--- src/verilog/drive_warning_monitor_defs.svh ---
`ifndef DRIVE_WARNING_MONITOR_DEFS_SVH
`define DRIVE_WARNING_MONITOR_DEFS_SVH
// timing
`define CLK_PERIOD_NS   4
`define SAMPLE_NS       250000
`define MIN_HOLD_NS     200000000
`define TEACH_NS        200000000
// register word indices (byte address = index * 4)
`define IDX_CTRL        4'h0
`define IDX_TH_STAGE    4'h1
`define IDX_TH_DCLINK   4'h2
`define IDX_TH_MOTOR    4'h3
`define IDX_TH_MISC     4'h4
`define IDX_TH_CURRENT  4'h5
`define IDX_TIMING      4'h6
`define IDX_REF_WIN     4'h7
`define IDX_NOLOAD      4'h8
`define IDX_STATUS      4'h9
`define IDX_ROUTE       4'hA
// control fields
`define CTRL_TEMP_EN    0
`define CTRL_CMODE_LSB  1
`define CTRL_CSRC       3
`define CTRL_OCMODE_LSB 4
`define CTRL_ERR_CLR    6
`define TIMING_FILT_LSB 16
// reset values
`define CTRL_RST        32'h0000_0000
`define TH_RST          32'hFFFF_FFFF
`define TH_DCLINK_RST   32'h0000_FFFF
`define TIMING_RST      32'h0000_0000
`define REF_WIN_RST     32'h0000_0000
`define NOLOAD_RST      16'h0000
`define ROUTE_RST       4'h0
`endif

--- src/verilog/drive_warning_pkg.sv ---
package drive_warning_pkg;
	typedef enum logic [1:0] {CM_ABS = 2'b00, CM_NOLOAD = 2'b01, CM_RISE = 2'b10, CM_DROP = 2'b11} cmode_t;
	typedef enum logic [1:0] {OC_OFF = 2'b00, OC_THRESH = 2'b01, OC_SHUT = 2'b10, OC_RSVD = 2'b11} ocmode_t;
	typedef enum logic [1:0] {ST_RUN = 2'b00, ST_STOP = 2'b01, ST_FAULT = 2'b10} stop_state_t;
	typedef struct packed {
		logic [15:0] stage_load;
		logic [15:0] stage_temp;
		logic [15:0] dc_volt;
		logic [15:0] motor_load;
		logic [15:0] motor_temp;
		logic [15:0] ambient_temp;
		logic [15:0] ballast_load;
		logic [15:0] motor_current;
		logic [15:0] analog_thresh;
		logic [15:0] speed_err;
	} meas_t;
	typedef struct packed {
		logic overcurrent_warn;
		logic current_warn;
		logic ballast_load_warn;
		logic ambient_temp_warn;
		logic motor_temp_warn;
		logic motor_load_warn;
		logic dc_link_under_volt_warn;
		logic dc_link_over_volt_warn;
		logic stage_temp_warn;
		logic stage_load_warn;
	} warns_t;
endpackage

--- src/verilog/drive_warning_monitor.sv ---
// Behaviour
// RULE1: stage load at or above threshold warns
// RULE2: stage temperature at or above threshold warns
// RULE3: dc link at or above overvoltage warns
// RULE4: dc link at or below undervoltage warns
// RULE5: motor thermal load reaching threshold warns
// RULE6: motor temperature warns only when sensor enabled
// RULE7: ambient temperature at or above threshold warns
// RULE8: ballast load at or above threshold warns
// RULE9: current sampled once per fixed sample period
// RULE10: current monitor disabled until reference reached
// RULE11: absolute mode warns when filtered current exceeds
// RULE12: current warnings held at least minimum time
// RULE13: warn only after condition persists window time
// RULE14: first order lowpass on monitored current
// RULE15: threshold from register or analog input
// RULE16: teach held long enough stores no-load current
// RULE17: rise mode warns on slope above threshold
// RULE18: drop mode warns on slope below threshold
// RULE19: over-current off mode never warns
// RULE20: over-current threshold mode warns when reference reached
// RULE21: shutdown disables controller, quick stop, then error
// RULE22: current warnings routable to digital outputs
// RULE23: reference reached after speed stays in window
// RULE24: compare on sample tick, clear after hold
//
// Our own choices: the APB interface to the registers and the address map.
`timescale 1ns/1ns
`include "drive_warning_monitor_defs.svh"
module drive_warning_monitor #(
	parameter int unsigned SAMPLE_CYC = `SAMPLE_NS / `CLK_PERIOD_NS,
	parameter int unsigned HOLD_SMP   = `MIN_HOLD_NS / `SAMPLE_NS,
	parameter int unsigned TEACH_SMP  = `TEACH_NS / `SAMPLE_NS
) (
	input  wire logic                  core_clk,
	input  wire logic                  rst_n,
	input  wire logic                  psel,
	input  wire logic                  penable,
	input  wire logic                  pwrite,
	input  wire logic [7:0]            paddr,
	input  wire logic [31:0]           pwdata,
	output logic [31:0]                prdata,
	output logic                       pready,
	output logic                       pslverr,
	input  drive_warning_pkg::meas_t   meas,
	input  wire logic                  teach_pin,
	input  wire logic                  stop_done,
	output drive_warning_pkg::warns_t  warn,
	output logic [1:0]                 dig_out,
	output logic                       ref_value_reached_msg,
	output logic                       ctrl_enable,
	output logic                       quick_stop,
	output logic                       warning_caused_error
);
	localparam logic [31:0] CFG_RST [0:7] = '{`CTRL_RST, `TH_RST, `TH_DCLINK_RST, `TH_RST,
		`TH_RST, `TH_RST, `TIMING_RST, `REF_WIN_RST};

	logic [31:0]                    cfg_r [0:7];
	logic [15:0]                    noload_r;
	logic [3:0]                     route_r;
	logic [31:0]                    prdata_r;
	logic [31:0]                    tick_cnt_r;
	logic                           tick;
	drive_warning_pkg::warns_t      warn_r;
	logic                           teach_s1_r;
	logic                           teach_s2_r;
	logic [31:0]                    teach_cnt_r;
	logic                           teach_load;
	logic [15:0]                    filt_r;
	logic [15:0]                    prev_cur_r;
	logic [15:0]                    ref_cnt_r;
	logic                           ref_r;
	drive_warning_pkg::stop_state_t st_r;
	drive_warning_pkg::stop_state_t st_nxt;
	logic                           ctrl_enable_r;
	logic                           quick_stop_r;
	logic                           error_r;
	logic [3:0]                     idx;
	logic                           mapped;
	logic                           wr;
	logic                           err_clr;
	logic                           temp_en;
	logic                           csrc;
	drive_warning_pkg::cmode_t      cmode;
	drive_warning_pkg::ocmode_t     ocmode;
	logic [15:0]                    cur_th;
	logic [3:0]                     filt_k;
	logic signed [16:0]             fdiff;
	logic signed [16:0]             fstep;
	logic signed [16:0]             delta;
	logic signed [18:0]             rate;
	logic signed [18:0]             th_s;
	logic [1:0]                     cond;
	logic [1:0]                     on;
	logic [1:0]                     cw;
	logic [15:0]                    win [0:1];
	logic [7:0]                     cmp;

	// apb decode; zero wait states, unmapped words answer with pslverr
	assign idx     = paddr[5:2];
	assign mapped  = (paddr[7:6] == 2'h0) && (paddr[1:0] == 2'h0) && (idx <= `IDX_ROUTE);
	assign wr      = psel & penable & pwrite & mapped;
	assign err_clr = wr && (idx == `IDX_CTRL) && pwdata[`CTRL_ERR_CLR];
	assign pready  = 1'b1;
	assign pslverr = psel & penable & ~mapped;
	assign prdata  = prdata_r;

	// configuration words, one flop bank per index
	genvar k;
	generate
		for (k = 0; k < 8; k++) begin : g_cfg
			always_ff @(posedge core_clk or negedge rst_n) begin
				if (!rst_n) begin
					cfg_r[k] <= CFG_RST[k];
				end else if (wr && idx == 4'(k)) begin
					cfg_r[k] <= pwdata;
				end
			end
		end
	endgenerate

	// output routing select
	always_ff @(posedge core_clk or negedge rst_n) begin
		if (!rst_n) begin
			route_r <= `ROUTE_RST;
		end else if (wr && idx == `IDX_ROUTE) begin
			route_r <= pwdata[3:0];
		end
	end

	// read data captured in the setup phase so it is stable in access
	always_ff @(posedge core_clk or negedge rst_n) begin
		if (!rst_n) begin
			prdata_r <= 32'h0000_0000;
		end else if (psel && !penable) begin
			case (idx)
				`IDX_NOLOAD: prdata_r <= {16'h0000, noload_r};
				`IDX_STATUS: prdata_r <= {19'h00000, ref_r, st_r, warn_r};
				`IDX_ROUTE:  prdata_r <= {28'h0000000, route_r};
				default:     prdata_r <= (idx < `IDX_NOLOAD) ? cfg_r[idx[2:0]] : 32'h0000_0000;
			endcase
		end
	end

	// field views
	assign temp_en = cfg_r[0][`CTRL_TEMP_EN];
	assign csrc    = cfg_r[0][`CTRL_CSRC];
	assign cmode   = drive_warning_pkg::cmode_t'(cfg_r[0][`CTRL_CMODE_LSB +: 2]);
	assign ocmode  = drive_warning_pkg::ocmode_t'(cfg_r[0][`CTRL_OCMODE_LSB +: 2]);
	assign filt_k  = cfg_r[6][`TIMING_FILT_LSB +: 4];
	assign cur_th  = csrc ? meas.analog_thresh : cfg_r[5][15:0]; // see RULE15

	// sample period strobe
	assign tick = (tick_cnt_r == SAMPLE_CYC - 1); // see RULE9
	always_ff @(posedge core_clk or negedge rst_n) begin
		if (!rst_n) begin
			tick_cnt_r <= 32'h0000_0000;
		end else begin
			tick_cnt_r <= tick ? 32'h0000_0000 : tick_cnt_r + 32'h0000_0001;
		end
	end

	// plain threshold comparisons
	assign cmp[0] = meas.stage_load >= cfg_r[1][15:0]; // see RULE1
	assign cmp[1] = meas.stage_temp >= cfg_r[1][31:16]; // see RULE2
	assign cmp[2] = meas.dc_volt >= cfg_r[2][15:0]; // see RULE3
	assign cmp[3] = meas.dc_volt <= cfg_r[2][31:16]; // see RULE4
	assign cmp[4] = meas.motor_load >= cfg_r[3][15:0]; // see RULE5
	assign cmp[5] = temp_en && (meas.motor_temp >= cfg_r[3][31:16]); // see RULE6
	assign cmp[6] = meas.ambient_temp >= cfg_r[4][15:0]; // see RULE7
	assign cmp[7] = meas.ballast_load >= cfg_r[4][31:16]; // see RULE8

	// plain warnings update only on the tick and follow the condition; current warnings copy their engine flags every cycle
	always_ff @(posedge core_clk or negedge rst_n) begin
		if (!rst_n) begin
			warn_r <= '0;
		end else begin
			if (tick) begin
				warn_r[7:0] <= cmp; // see RULE24
			end
			warn_r.current_warn     <= cw[0];
			warn_r.overcurrent_warn <= cw[1];
		end
	end
	assign warn = warn_r;

	// teach input from a pin, two-flop synchroniser
	always_ff @(posedge core_clk or negedge rst_n) begin
		if (!rst_n) begin
			teach_s1_r <= 1'b0;
			teach_s2_r <= 1'b0;
		end else begin
			teach_s1_r <= teach_pin;
			teach_s2_r <= teach_s1_r;
		end
	end

	// teach hold counter; loads once per press
	assign teach_load = tick && teach_s2_r && (teach_cnt_r == TEACH_SMP - 1);
	always_ff @(posedge core_clk or negedge rst_n) begin
		if (!rst_n) begin
			teach_cnt_r <= 32'h0000_0000;
		end else if (tick) begin
			if (!teach_s2_r) begin
				teach_cnt_r <= 32'h0000_0000;
			end else if (teach_cnt_r < TEACH_SMP) begin
				teach_cnt_r <= teach_cnt_r + 32'h0000_0001;
			end
		end
	end

	// teach overrides a software write in the same cycle
	always_ff @(posedge core_clk or negedge rst_n) begin
		if (!rst_n) begin
			noload_r <= `NOLOAD_RST;
		end else if (teach_load) begin
			noload_r <= meas.motor_current; // see RULE16
		end else if (wr && idx == `IDX_NOLOAD) begin
			noload_r <= pwdata[15:0];
		end
	end

	// lowpass: time constant is 2^k samples, k=0 passes straight through
	assign fdiff = $signed({1'b0, meas.motor_current}) - $signed({1'b0, filt_r});
	assign fstep = fdiff >>> filt_k;
	always_ff @(posedge core_clk or negedge rst_n) begin
		if (!rst_n) begin
			filt_r     <= 16'h0000;
			prev_cur_r <= 16'h0000;
		end else if (tick) begin
			filt_r     <= filt_r + fstep[15:0]; // see RULE14
			prev_cur_r <= meas.motor_current;
		end
	end

	// slope per ms: one sample is a quarter millisecond
	assign delta = $signed({1'b0, meas.motor_current}) - $signed({1'b0, prev_cur_r});
	assign rate  = {delta, 2'b00};
	assign th_s  = $signed({3'b000, cur_th});

	// reference reached window
	always_ff @(posedge core_clk or negedge rst_n) begin
		if (!rst_n) begin
			ref_cnt_r <= 16'h0000;
			ref_r     <= 1'b0;
		end else if (tick) begin
			if (meas.speed_err > cfg_r[7][15:0]) begin
				ref_cnt_r <= 16'h0000;
				ref_r     <= 1'b0;
			end else if (ref_cnt_r >= cfg_r[7][31:16]) begin
				ref_r <= 1'b1; // see RULE23
			end else begin
				ref_cnt_r <= ref_cnt_r + 16'h0001;
			end
		end
	end
	assign ref_value_reached_msg = ref_r;

	// trigger conditions of both current monitors
	always_comb begin
		case (cmode)
			drive_warning_pkg::CM_ABS:    cond[0] = filt_r > cur_th; // see RULE11
			drive_warning_pkg::CM_NOLOAD: cond[0] = {1'b0, filt_r} > ({1'b0, noload_r} + {1'b0, cur_th});
			drive_warning_pkg::CM_RISE:   cond[0] = rate > th_s; // see RULE17
			drive_warning_pkg::CM_DROP:   cond[0] = rate < -th_s; // see RULE18
			default:                      cond[0] = 1'b0;
		endcase
		cond[0] = cond[0] && ref_r; // see RULE10
		cond[1] = ref_r && (filt_r > cfg_r[5][31:16]); // see RULE20
	end
	assign on[0]  = 1'b1;
	assign on[1]  = (ocmode == drive_warning_pkg::OC_THRESH) || (ocmode == drive_warning_pkg::OC_SHUT); // see RULE19
	assign win[0] = cfg_r[6][15:0];
	assign win[1] = 16'h0000;

	// window and minimum hold, one engine per current monitor
	genvar i;
	generate
		for (i = 0; i < 2; i++) begin : g_cur
			logic [15:0] win_cnt_r;
			logic [31:0] hold_cnt_r;
			logic        flag_r;
			logic        fire;
			assign fire  = cond[i] && (win_cnt_r >= win[i]); // see RULE13
			assign cw[i] = flag_r;
			always_ff @(posedge core_clk or negedge rst_n) begin
				if (!rst_n) begin
					win_cnt_r  <= 16'h0000;
					hold_cnt_r <= 32'h0000_0000;
					flag_r     <= 1'b0;
				end else if (!on[i]) begin
					win_cnt_r  <= 16'h0000;
					hold_cnt_r <= 32'h0000_0000;
					flag_r     <= 1'b0;
				end else if (tick) begin
					win_cnt_r <= !cond[i] ? 16'h0000 : (fire ? win_cnt_r : win_cnt_r + 16'h0001);
					if (fire) begin
						flag_r     <= 1'b1;
						hold_cnt_r <= HOLD_SMP; // see RULE12
					end else if (hold_cnt_r != 32'h0000_0000) begin
						hold_cnt_r <= hold_cnt_r - 32'h0000_0001;
					end else begin
						flag_r <= 1'b0; // see RULE24
					end
				end
			end

		end
	endgenerate

	// digital output routing of the current warnings
	genvar j;
	generate
		for (j = 0; j < 2; j++) begin : g_out
			always_ff @(posedge core_clk or negedge rst_n) begin
				if (!rst_n) begin
					dig_out[j] <= 1'b0;
				end else begin
					case (route_r[2*j +: 2])
						2'h1:    dig_out[j] <= cw[0]; // see RULE22
						2'h2:    dig_out[j] <= cw[1];
						default: dig_out[j] <= 1'b0;
					endcase
				end
			end
		end
	endgenerate

	// shutdown sequence; error stays until software clears it
	always_comb begin
		case (st_r)
			drive_warning_pkg::ST_RUN:   st_nxt = (ocmode == drive_warning_pkg::OC_SHUT && cw[1]) ?
				drive_warning_pkg::ST_STOP : drive_warning_pkg::ST_RUN; // see RULE21
			drive_warning_pkg::ST_STOP:  st_nxt = stop_done ? drive_warning_pkg::ST_FAULT : drive_warning_pkg::ST_STOP;
			drive_warning_pkg::ST_FAULT: st_nxt = err_clr ? drive_warning_pkg::ST_RUN : drive_warning_pkg::ST_FAULT;
			default:                     st_nxt = drive_warning_pkg::ST_RUN;
		endcase
	end
	always_ff @(posedge core_clk or negedge rst_n) begin
		if (!rst_n) begin
			st_r          <= drive_warning_pkg::ST_RUN;
			ctrl_enable_r <= 1'b1;
			quick_stop_r  <= 1'b0;
			error_r       <= 1'b0;
		end else begin
			st_r          <= st_nxt;
			ctrl_enable_r <= st_nxt == drive_warning_pkg::ST_RUN;
			quick_stop_r  <= st_nxt == drive_warning_pkg::ST_STOP;
			error_r       <= st_nxt == drive_warning_pkg::ST_FAULT;
		end
	end
	assign ctrl_enable          = ctrl_enable_r;
	assign quick_stop           = quick_stop_r;
	assign warning_caused_error = error_r;
endmodule // drive_warning_monitor

--- config.mk ---
export PLATFORM = sky130hd
export DESIGN_NAME = drive_warning_monitor
export DESIGN_NICKNAME = d
export VERILOG_FILES = /design/src/verilog/drive_warning_pkg.sv /design/src/verilog/drive_warning_monitor.sv
export VERILOG_INCLUDE_DIRS = /design/src /design/src/verilog
export SDC_FILE = /design/constraint.sdc
export NUM_CORES = 2
export LEC_CHECK = 0
export BUFFER_PORTS_ARGS = -buffer_cell sky130_fd_sc_hd__buf_2
export CAP_MARGIN = 15
export CORE_MARGIN = 2
export CORE_UTILIZATION = 35
export CTS_CLUSTER_DIAMETER = 200
export DETAILED_ROUTE_END_ITERATION = 6
export SYNTH_ARGS = -nofsm -noshare
export SYNTH_HDL_FRONTEND = slang
export SYNTH_SLANG_ARGS = --single-unit
--- constraint.sdc ---
create_clock -name core_clk -period 19.51 [get_ports core_clk]
set_input_delay 1.951 -clock core_clk [delete_from_list [all_inputs] [get_ports core_clk]]
set_output_delay 1.951 -clock core_clk [all_outputs]
set_load 0.03 [all_outputs]
==> reports/qor.csv <==
stage,metric,value,unit
clock_tree,cts_tree,built,
floorplan,design.core.area,96600,um2
place,place_area,36700,um2
floorplan,initial_core_util,0.353,
global_route,grt_pass1_vias,26200,
global_route,antenna_found_initial,3,
timing,hold_ws,0.347,ns
hold_path,hold_path.class,reg -> reg,
global_route,grt_usage,0.205,
finish,drive_above_1_share,0.233,
setup_path,reg2reg_to,filt_r[14],
detailed_routing,drtIter0Drc,1918,
detailed_routing,vias_per_cell,5.40,
global_route,grt-ovfl-total,0,
clock_tree,cts_buffers,59,
pwr,peakVddDrop,66.4,uV
clock_tree,clock-sinks,522,
finish,final_area,38700,um2
setup_path,start_kind,primary input,
place,place_congestion,0.915,
synthesis,ys_warn_count,0,
synthesis,synth_compound_gate_area_share,0.140,
clock_tree,clkTransAtPathRegs,0.06,ns
global_route,grt_max_degree,138,
timing,fmax,0.134,GHz
floorplan,die_w,316,um
synthesis,synth_mux_area_frac,0.138,
timing,fin_crit_sh,0.384,
finish,nets,4136,
synthesis,syn_inst,3398,
synthesis,postSynthRegisterBits,522,
setup_path,cp_slowest_cell,mux4_2,
finish,layout_common_cells,"dfrtp_1, ha_1, inv_1",
timing,slew_violations,0,
clock_tree,clock_tree.root_cell,clkbuf_16,
clock_tree,clkLatencyLatePin,0.64,ns
synthesis,synth_top_family_by_area,compound AO/OA/AOI/OAI gates,
timing,worst_slew_pin_slew,1.15,ns
detailed_routing,avgRoutedWirePerCell,20.9,um
clock_tree,cts_max_path_buffers,3,
place,dp_hpwl,78500,um
timing,min_period,7.49,ns
floorplan,io_pins,257,
detailed_routing,first_pass_iters,5,
clock_tree,htree_num_levels,2,
timing,finalSetupViolCount,0,
synthesis,synth-adder-area-share,0.121,
timing,tns,0,ns
finish,n_fill_cell,9403,
floorplan,chipHeight,316,um
global_route,grt_pass1_wl,158000,um
floorplan,num_rows,114,
setup_path,critPathMaxFanout,4,
detailed_routing,routed_wl,103000,um
timing,max-slew-margin-rel,0.233,
timing,fin_skew,0.0448,ns
synthesis,synth_nets,3931,
setup_path,r2r_setup_slack,12.63,ns
run_status,outcome,completed,
pwr,power_density,66.5,nW/um2
setup_path,criticalPathCategory,in -> reg,
synthesis,ys_seq_area_frac,0.389,
setup_path,cpMostUsedCell,a21oi_1,
clock_tree,ctsResizeCount,0,
detailed_routing,drtAntennaViolNets,0,
floorplan,die-area,99800,um2
finish,final_util,0.401,
timing,rsz0062_at_grt,false,
setup_path,crit_end,filt_r[14],
place,port-buffer-count,255,
setup_path,worstPathArrival,7.94,ns
clock_tree,post_cts_buffers,0,
synthesis,synthArstFlopShare,1.00,
detailed_routing,dr_total_vias,26700,
synthesis,synth_ff_type,dfrtp_1,
finish,syn_to_final_growth,13.7,%
synthesis,synthXorXnorAreaFrac,0.0377,
clock_tree,cts_hold_buf,0,
detailed_routing,drcViolationCount,0,
finish,final_common_cell,dfrtp_1,
pwr,leakage,17.9,nW
setup_path,critical_path.max_stage_delay,0.56,ns
synthesis,yosys.area_share.simple,0.126,
setup_path,r2r_cells,26,
setup_path,critical_path.startpoint,meas[32],
flow_run,drv_cap,0,
synthesis,synthesis.area,34100,um2
synthesis,synth_cell_type_count,94,
timing,hold_viol,0,
setup_path,rr_startpoint,filt_r[1],
synthesis,synth.avg_cell_area,10.0,um2
synthesis,synth_edf_count,0,
setup_path,cp.required,19.96,ns
setup_path,cp-end-kind,flip-flop,
-- metal layers --
layer | up-vias | wire (um) | track usage
met3 | 199 | 4890 | 0.0264
met1 | 13100 | 44200 | 0.263
li1 | 12600 | - | -
met2 | 687 | 49100 | 0.346
met4 | 0 | 4830 | 0.0896
met5 | - | 0 | 0
-- through the flow --
| stage | setup slack (ns) | std cells | power (mW) |
|---|---|---|---|
| floorplan | 12.22 | 3398 | 1.29 |
| global placement | 11.53 | 4818 | 1.41 |
| detailed placement | 11.42 | 4818 | 1.41 |
| CTS | 12.06 | 4929 | 2.61 |
| global route | 11.47 | 4931 | 2.68 |
| finish | 12.02 | 4932 | 2.57 |
-- worst min path at each step --
stage / start / end / slack [ns] / depth (start not counted)
floorplan: teach_s1_r / teach_s2_r / 0.33 / 0
global placement: teach_s1_r / teach_s2_r / 0.34 / 0
detailed placement: teach_s1_r / teach_s2_r / 0.33 / 0
CTS: teach_s1_r / teach_s2_r / 0.35 / 0
global route: teach_s1_r / teach_s2_r / 0.35 / 0
finish: teach_s1_r / teach_s2_r / 0.35 / 0
-- logic make-up after synthesis --
family | count (synthesis)
compound gates | 737
xor+xnor | 145
fa+ha+maj | 327
buf+inv | 429
flops | 522
mux | 353
other cells | 1
simple gates | 884
-- cell usage after synthesis (71+ instances only) --
cell | count | area, um2
mux4_2 | 71 | 1600
clkbuf_1 | 103 | 387
xnor2_1 | 91 | 797
nand2_1 | 256 | 961
dfrtp_1 | 377 | 9430
mux2i_1 | 72 | 721
mux2_2 | 206 | 2320
a21oi_1 | 168 | 841
ha_1 | 322 | 4030
a21o_1 | 103 | 773
nor2_1 | 233 | 875
dfstp_2 | 145 | 3810
inv_1 | 285 | 1070
o21ai_0 | 210 | 1050
-- worst max-delay path, delay by kind of cell --
family,cells,cell delay [ns]
buffers and inverters,3,0.24
xor gates and xnor gates,2,0.37
muxes,2,1.05
adders and majority gates,4,1.18
AOI/OAI and AO/OA,15,2.87
and+or+nand+nor,3,0.27
-- power breakdown --
part           switching (mW)  total [mW]  internal, mW
Clock                   0.477        1.18         0.701
Sequential             0.0159        1.12          1.10
Combinational           0.171       0.277         0.107
-- flip-flops by register name (all words and copies together), names as in the netlist --
name,count
ref_cnt_r,16
prev_cur_r,16
teach_s2_r,1
teach_cnt_r,32
quick_stop,1
ctrl_enable,1
warn,10
g_cur.flag_r,2
g_cur.hold_cnt_r,64
cfg_r,256
st_r,2
route_r,4
g_cur.win_cnt_r,16
teach_s1_r,1
dig_out,2
tick_cnt_r,32
prdata,32
filt_r,16
warning_caused_error,1
noload_r,16
ref_value_reached_msg,1
-- layout make-up --
| type | instances | area [um2] | area share |
|---|---|---|---|
| multi-input cells | 2447 | 19200 | 0.496 |
| flip-flops and latches | 522 | 13200 | 0.342 |
| clock buffers | 88 | 1720 | 0.0443 |
| well taps | 1276 | 1600 | 0.0412 |
| repair buffers | 286 | 1540 | 0.0397 |
| inverters | 287 | 1080 | 0.0278 |
| clock inverters | 23 | 339 | 0.00876 |
| diodes | 3 | 7.51 | 0.000194 |
Note: power is estimated with default switching activity, not from simulation.
